==> src/hrsc_pkg.sv <==
// ****************************************************************
// Shared constants and types
// ****************************************************************
package hrsc_pkg;
	localparam int HRSC_SYNC_STAGES = 2;
	localparam int HRSC_CTX_W       = 8;
	localparam int HRSC_CFG_W       = 8;
	localparam logic [7:0] HRSC_CTX_RST = 8'h00;
	localparam logic [7:0] HRSC_CFG_RST = 8'h00;
	localparam logic [3:0] HRSC_BOOT_CYC = 4'h4;

	typedef enum logic [1:0]
	{
		HRSC_ST_COLD  = 2'b00,
		HRSC_ST_RUN   = 2'b01,
		HRSC_ST_BUSR  = 2'b11,
		HRSC_ST_HOLD  = 2'b10
	} hrsc_state_t;

	typedef enum logic [1:0]
	{
		HRSC_HB_BOOT = 2'b00,
		HRSC_HB_RUN  = 2'b01,
		HRSC_HB_BUSR = 2'b11
	} hrsc_hstate_t;
endpackage

==> src/hrsc_if.sv <==
`timescale 1ns/10ps
// ****************************************************************
// Reset and suspend wires between board logic and the controller
// ****************************************************************
interface hrsc_if;
	logic cold_reset_in_b;
	logic host_bus_reset_in_b;
	logic suspend_in;

	modport dev
	(
		input cold_reset_in_b,
		input host_bus_reset_in_b,
		input suspend_in
	);
	modport brd
	(
		output cold_reset_in_b,
		output host_bus_reset_in_b,
		output suspend_in
	);
endinterface

==> src/hrsc_dev.sv <==
`timescale 1ns/10ps
module hrsc_dev
	import hrsc_pkg::*;
#(
	parameter int CTX_W = HRSC_CTX_W,
	parameter int CFG_W = HRSC_CFG_W
)
(
	input  wire logic             i_sys_clk,
	input  wire logic             i_rst_b,
	hrsc_if.dev                   bus,
	input  wire logic [CTX_W-1:0] i_ctx_wr_data,
	input  wire logic             i_ctx_wr,
	input  wire logic [CFG_W-1:0] i_cfg_wr_data,
	input  wire logic             i_cfg_wr,
	output logic      [CTX_W-1:0] o_ctx,
	output logic      [CFG_W-1:0] o_cfg,
	output logic                  o_out_en,
	output logic                  o_func_active,
	output hrsc_state_t           o_state
);
	// ****************************************************************
	// Pin positions in the synchroniser
	// ****************************************************************
	localparam int PIN_N    = 3;
	localparam int PIN_COLD = 0;
	localparam int PIN_BUSR = 1;
	localparam int PIN_SUSP = 2;
	localparam int SYNC_N   = HRSC_SYNC_STAGES;

	// ****************************************************************
	// State
	// ****************************************************************
	// The synchroniser clears to zero, which reads as both resets
	// asserted: the device stays quiet until the pins are seen high.
	typedef struct packed
	{
		logic [SYNC_N-1:0][PIN_N-1:0] sync;
		hrsc_state_t                  st;
		logic [CTX_W-1:0]             ctx;
		logic [CFG_W-1:0]             cfg;
		logic                         out_en;
		logic                         func;
	} hrsc_dev_t;

	hrsc_dev_t s_q;
	hrsc_dev_t s_d;

	wire logic [PIN_N-1:0]             pin_raw;
	wire logic [SYNC_N-1:0][PIN_N-1:0] sync_nxt;
	wire logic [PIN_N-1:0]             pin_sync;

	logic cold_a;
	logic busr_a;
	logic susp;

	// ****************************************************************
	// Pin gathering
	// ****************************************************************
	assign pin_raw[PIN_COLD] = bus.cold_reset_in_b;
	assign pin_raw[PIN_BUSR] = bus.host_bus_reset_in_b;
	assign pin_raw[PIN_SUSP] = bus.suspend_in;

	// ****************************************************************
	// Synchronisers
	// ****************************************************************
	// Pins are asynchronous to the clock; only the last stage is read
	// by the control logic, the first stage feeds the chain alone.
	genvar b;
	genvar k;
	generate
		for (b = 0; b < PIN_N; b++)
		begin : g_pin
			for (k = 0; k < SYNC_N; k++)
			begin : g_stage
				if (k == 0)
				begin : g_first
					assign sync_nxt[k][b] = pin_raw[b];
				end
				else
				begin : g_next
					assign sync_nxt[k][b] = s_q.sync[k-1][b];
				end
			end
			assign pin_sync[b] = s_q.sync[SYNC_N-1][b];
		end
	endgenerate

	// ****************************************************************
	// Decoded reset levels
	// ****************************************************************
	// Both reset pins are active low; suspend is active high
	assign cold_a = ~pin_sync[PIN_COLD];
	assign busr_a = ~pin_sync[PIN_BUSR];
	assign susp   = pin_sync[PIN_SUSP];

	// ****************************************************************
	// Next state
	// ****************************************************************
	// Cold reset outranks bus reset. Suspend only protects the
	// register contents; the outputs float in every reset regardless.
	always_comb
	begin
		s_d      = s_q;
		s_d.sync = sync_nxt;
		if (cold_a)
		begin
			s_d.out_en = 1'b0;
			s_d.func   = 1'b0;
			if (susp)
			begin
				s_d.st = HRSC_ST_HOLD;
			end
			else
			begin
				s_d.st  = HRSC_ST_COLD;
				s_d.ctx = HRSC_CTX_RST[CTX_W-1:0];
				s_d.cfg = HRSC_CFG_RST[CFG_W-1:0];
			end
		end
		else if (busr_a)
		begin
			s_d.out_en = 1'b0;
			s_d.func   = 1'b0;
			if (susp)
			begin
				s_d.st = HRSC_ST_HOLD;
			end
			else
			begin
				// Wake context survives the bus reset
				s_d.st  = HRSC_ST_BUSR;
				s_d.cfg = HRSC_CFG_RST[CFG_W-1:0];
			end
		end
		else
		begin
			// Writes are refused in every reset state, so a host
			// cannot disturb context that suspend is protecting
			s_d.st     = HRSC_ST_RUN;
			s_d.out_en = 1'b1;
			s_d.func   = 1'b1;
			if (i_ctx_wr)
			begin
				s_d.ctx = i_ctx_wr_data;
			end
			if (i_cfg_wr)
			begin
				s_d.cfg = i_cfg_wr_data;
			end
		end
	end

	// ****************************************************************
	// Registers
	// ****************************************************************
	// The reset branch loads constants only
	always_ff @(posedge i_sys_clk or negedge i_rst_b)
	begin
		if (!i_rst_b)
		begin
			s_q        <= '0;
			s_q.st     <= HRSC_ST_COLD;
			s_q.ctx    <= HRSC_CTX_RST[CTX_W-1:0];
			s_q.cfg    <= HRSC_CFG_RST[CFG_W-1:0];
		end
		else
		begin
			s_q <= s_d;
		end
	end

	// ****************************************************************
	// Outputs
	// ****************************************************************
	// Every output is a flop of the state, no logic after it
	assign o_ctx         = s_q.ctx;
	assign o_cfg         = s_q.cfg;
	assign o_out_en      = s_q.out_en;
	assign o_func_active = s_q.func;
	assign o_state       = s_q.st;
endmodule

==> src/flat_wrapper.sv <==
// flat-port wrapper written by rule: the top's interface ports become plain ports
module hrsc_dev_flat import hrsc_pkg::*;
#(
	parameter int CTX_W = HRSC_CTX_W,
	parameter int CFG_W = HRSC_CFG_W
)
  (i_sys_clk, i_rst_b, i_ctx_wr_data, i_ctx_wr, i_cfg_wr_data, i_cfg_wr, o_ctx, o_cfg, o_out_en, o_func_active, o_state, bus_cold_reset_in_b, bus_host_bus_reset_in_b, bus_suspend_in);
  hrsc_if bus_i ();
  input  wire logic i_sys_clk;
  input  wire logic i_rst_b;
  input  wire logic [CTX_W-1:0] i_ctx_wr_data;
  input  wire logic i_ctx_wr;
  input  wire logic [CFG_W-1:0] i_cfg_wr_data;
  input  wire logic i_cfg_wr;
  output logic      [CTX_W-1:0] o_ctx;
  output logic      [CFG_W-1:0] o_cfg;
  output logic o_out_en;
  output logic o_func_active;
  output hrsc_state_t o_state;
  input wire logic [$bits(bus_i.cold_reset_in_b)-1:0] bus_cold_reset_in_b;
  input wire logic [$bits(bus_i.host_bus_reset_in_b)-1:0] bus_host_bus_reset_in_b;
  input wire logic [$bits(bus_i.suspend_in)-1:0] bus_suspend_in;
  assign bus_i.cold_reset_in_b = bus_cold_reset_in_b;
  assign bus_i.host_bus_reset_in_b = bus_host_bus_reset_in_b;
  assign bus_i.suspend_in = bus_suspend_in;
  hrsc_dev #(.CTX_W(CTX_W), .CFG_W(CFG_W)) u_core (.i_sys_clk(i_sys_clk), .i_rst_b(i_rst_b), .bus(bus_i), .i_ctx_wr_data(i_ctx_wr_data), .i_ctx_wr(i_ctx_wr), .i_cfg_wr_data(i_cfg_wr_data), .i_cfg_wr(i_cfg_wr), .o_ctx(o_ctx), .o_cfg(o_cfg), .o_out_en(o_out_en), .o_func_active(o_func_active), .o_state(o_state));
endmodule
==> config.mk <==
export PLATFORM = sky130hd
export DESIGN_NAME = hrsc_dev_flat
export DESIGN_NICKNAME = d
export VERILOG_FILES = /design/src/hrsc_pkg.sv /design/src/hrsc_if.sv /design/src/hrsc_dev.sv /design/src/flat_wrapper.sv
export SDC_FILE = /design/constraint.sdc
export NUM_CORES = 1
export LEC_CHECK = 0
export ABC_AREA = 1
export BUFFER_PORTS_ARGS = -buffer_cell sky130_fd_sc_hd__buf_2
export CAP_MARGIN = 20
export CORE_ASPECT_RATIO = 1.1
export CORE_UTILIZATION = 33
export DETAILED_ROUTE_END_ITERATION = 16
export PLACE_DENSITY = 0.57
export SLEW_MARGIN = 25
export SYNTH_ARGS = -nofsm -noshare
export SYNTH_HDL_FRONTEND = slang
export SYNTH_SLANG_ARGS = --single-unit
==> constraint.sdc <==
create_clock -name i_sys_clk -period 1.03 [get_ports i_sys_clk]
set_input_delay 0.103 -clock i_sys_clk [delete_from_list [all_inputs] [get_ports i_sys_clk]]
set_output_delay 0.103 -clock i_sys_clk [all_outputs]
set_load 0.02 [all_outputs]
==> results.txt <==
Reg2Reg Setup Slack: 70 ps
Reg-to-Reg Start: u_core.pin_sync[1]
vias: 795
Die Width: 51.9 um
Seq/Total Area, Yosys: 69.3%
Synth cell types: 11
crit-path max cell delay: 410 ps
crit path to: o_cfg[0]
clk_lat worst skew: 310 ps
CP Cell Sequence: buf_4
antenna viol nets, final: 0
commonest non-fill, non-tap cell in the layout: buf_2
WP buf/inv: 1
share of layout cells above drive strength 1: 36.4%
count of final setup violators: 0
maximum clock rate: 1010 MHz
cells after synthesis: 86
unrepaired setup endpoints after global routing: true
Site Rows: 19
Filler Cells Inserted: 232
GRT Total Usage: 14.4%
Post-CTS Setup Inserts: 0
fin. max-slew vios: 0
Reg2Reg Depth: 4
Arr. time, crit path: 890 ps
minimum clock period: 990 ps
sw frac: 27.4%
stages on the worst setup path: 1
initial antenna violation count: 0
Post-Place Cells: 158
required time of the critical path: 930 ps
sequential cell fraction of total power: 58.3%
maximum vdd drop: 1.01 mV
DR iter-0 viols: 5
clock sink count: 25
Synth Net Count: 109
Psw: 512 uW
grt met2 use: 24.9%
worst hold path class: input port to register
Initial Util: 35.5%
Setup CP Type: register to output pin
net total in the final layout: 175
IO Pins: 43
leak pwr: 0.000793 uW
Clock power frac: 22.7%
Max-slew headroom: 63.2%
CTS Buffer Depth: 2
first-pass GRT wire length: 3110 um
Crit Path Max Fanout: 2
synthesized area per cell: 10.5 um2
number of global-route vias before repair: 768
RePlAce Congestion: 0.659
TritonCTS clock tree: built
Wirelength per Cell: 10.7 um
core area: 2540 um2
final hold violation count: 0
crit path launch: u_core.o_cfg[0]
WL final: 1940 um
Area contributors post-synth: dfrtp_1, nand2_1, nand3_1
max-cap viol count: 0
Mapped Area: 902 um2
Cell Int Power: 1350 uW
final std cells w/o fill: 182
most used routing layer: met2
setup ws final: 40.3 ps
synthesis-to-layout area growth: 56.7%
register bit total from synthesis: 25
CTS H-tree lvls: 1
WHS: 202 ps
Synth area leader: dfrtp_1
area of the multi-input gates: 274 um2
final period utilization: 96.1%
clock tree root driver cell: clkbuf_4
die footprint: 2950 um2
critical path's slowest cell: dfrtp_1
global-route met3 utilization: 3.79%
global route total overflow: 0
r2r endpoint: u_core.o_cfg[0]
type of origin of the critical path: register
Yosys warnings: 0
commonest cells after routing, fill and taps aside: buf_2, nand2_1, dfrtp_1, dlygate4sd3_1, nand3_1
PwrDens: 1320 nW/um2
Comb pwr share: 19.0%
status: finished, final reports clean
Worst Max-Slew Pin Slew: 552 ps
detailed-placement wirelength estimate: 1240 um
PortBufs: 42
Crit path max-delay family: flip-flops
First-pass DRT Iterations: 4
met1 Usage GRT: 16.3%
diode count: 0
Post-DP Area: 1140 um2
largest net degree at the start of global routing: 26
Post-Layout Inst Area: 1410 um2
Die Ht: 56.8 um
Max Clock Skew: 2.26 ps
drt drc: 0
Num CTS Buffers: 3
register area: 628 um2
top cell type's share of synthesized area: 69.3%
dpl ws: 13.0 ps
clock slew at reported path FFs: 130 ps
Vias/cell: 4.37
critical path endpoint category: output pin
==> state kept, by name, indices dropped and copies added, names as in the netlist <==
signal / flops
u_core.o_cfg: 8
u_core.o_ctx: 8
u_core.o_func_active: 1
u_core.o_state: 2
u_core.pin_sync: 3
u_core.s_d: 3
==> repair_timing <==
item,4_1_cts,5_1_grt
setup endpoints to repair,2,20
hold buffers,20,0
resized for setup,1,11
endpoints found under the hold margin,44,0
==> final cells by class <==
class                   instances  share of cell area [%]
inverters                       5                    1.86
multi-input cells              55                    19.4
clock inverters                 1                   0.354
clock buffers                   3                    1.59
repair buffers                 62                    29.6
flip-flops and latches         25                    44.4
well taps                      31                    2.74
==> power groups by stage <==
stage	registers [uW]	clock network [uW]	logic, uW
5_1_grt	1100	488	390
6_report	1090	423	354
3_3_place_gp	1100	0	281
4_1_cts	1080	444	343
3_5_place_dp	1100	0	284
2_1_floorplan	1170	0	77.2
==> stage by stage <==
| step | total power (uW) | setup TNS (ps) | util [%] |
|---|---|---|---|
| floorplan | 1250 | 0 | - |
| global placement | 1380 | 0 | 45.0 |
| detailed placement | 1380 | 0 | 45.0 |
| CTS | 1870 | 0 | 54.0 |
| global route | 1970 | -48.1 | 55.6 |
| finish | 1870 | 0 | 55.6 |
==> worst min path at each step <==
stage | start | endpoint | slack (ps) | depth (start not counted)
6_report | i_ctx_wr | u_core.o_ctx[2] | 200 | 4
5_1_grt | i_ctx_wr | u_core.o_ctx[5] | 210 | 4
4_1_cts | i_ctx_wr | u_core.o_ctx[2] | 220 | 4
3_5_place_dp | i_rst_b | u_core.o_cfg[5] | 120 | 1
3_3_place_gp | i_rst_b | u_core.o_cfg[1] | 120 | 1
2_1_floorplan | i_rst_b | u_core.o_cfg[0] | -190 | 0
==> cells by family (layout without fill, tap and decap cells) <==
kind of cell,count (synthesis),count (layout),share of synthesized area (%)
simple gates,53,53,25.9
flops,25,25,69.3
buf+inv,6,71,3.61
compound gates,2,2,1.11
==> cell usage after synthesis <==
| cell | count |
|---|---|
| inv_1 | 3 |
| clkinv_2 | 1 |
| dfrtp_1 | 25 |
| nand2_1 | 34 |
| o21ai_0 | 1 |
| nand3_1 | 16 |
| nand2_2 | 1 |
| nand3_2 | 2 |
| buf_4 | 1 |
| a21oi_1 | 1 |
| clkinv_4 | 1 |
==> layer usage <==
metal  up-vias  wire [um]  share of wire [%]
li1        404          -                  -
met1       353        879                 45
met2        34        918                 47
met3         4        116                6.0
met4         0         25                1.3
met5         -          0                  0
No activity file was read; power rests on OpenSTA's default activity.
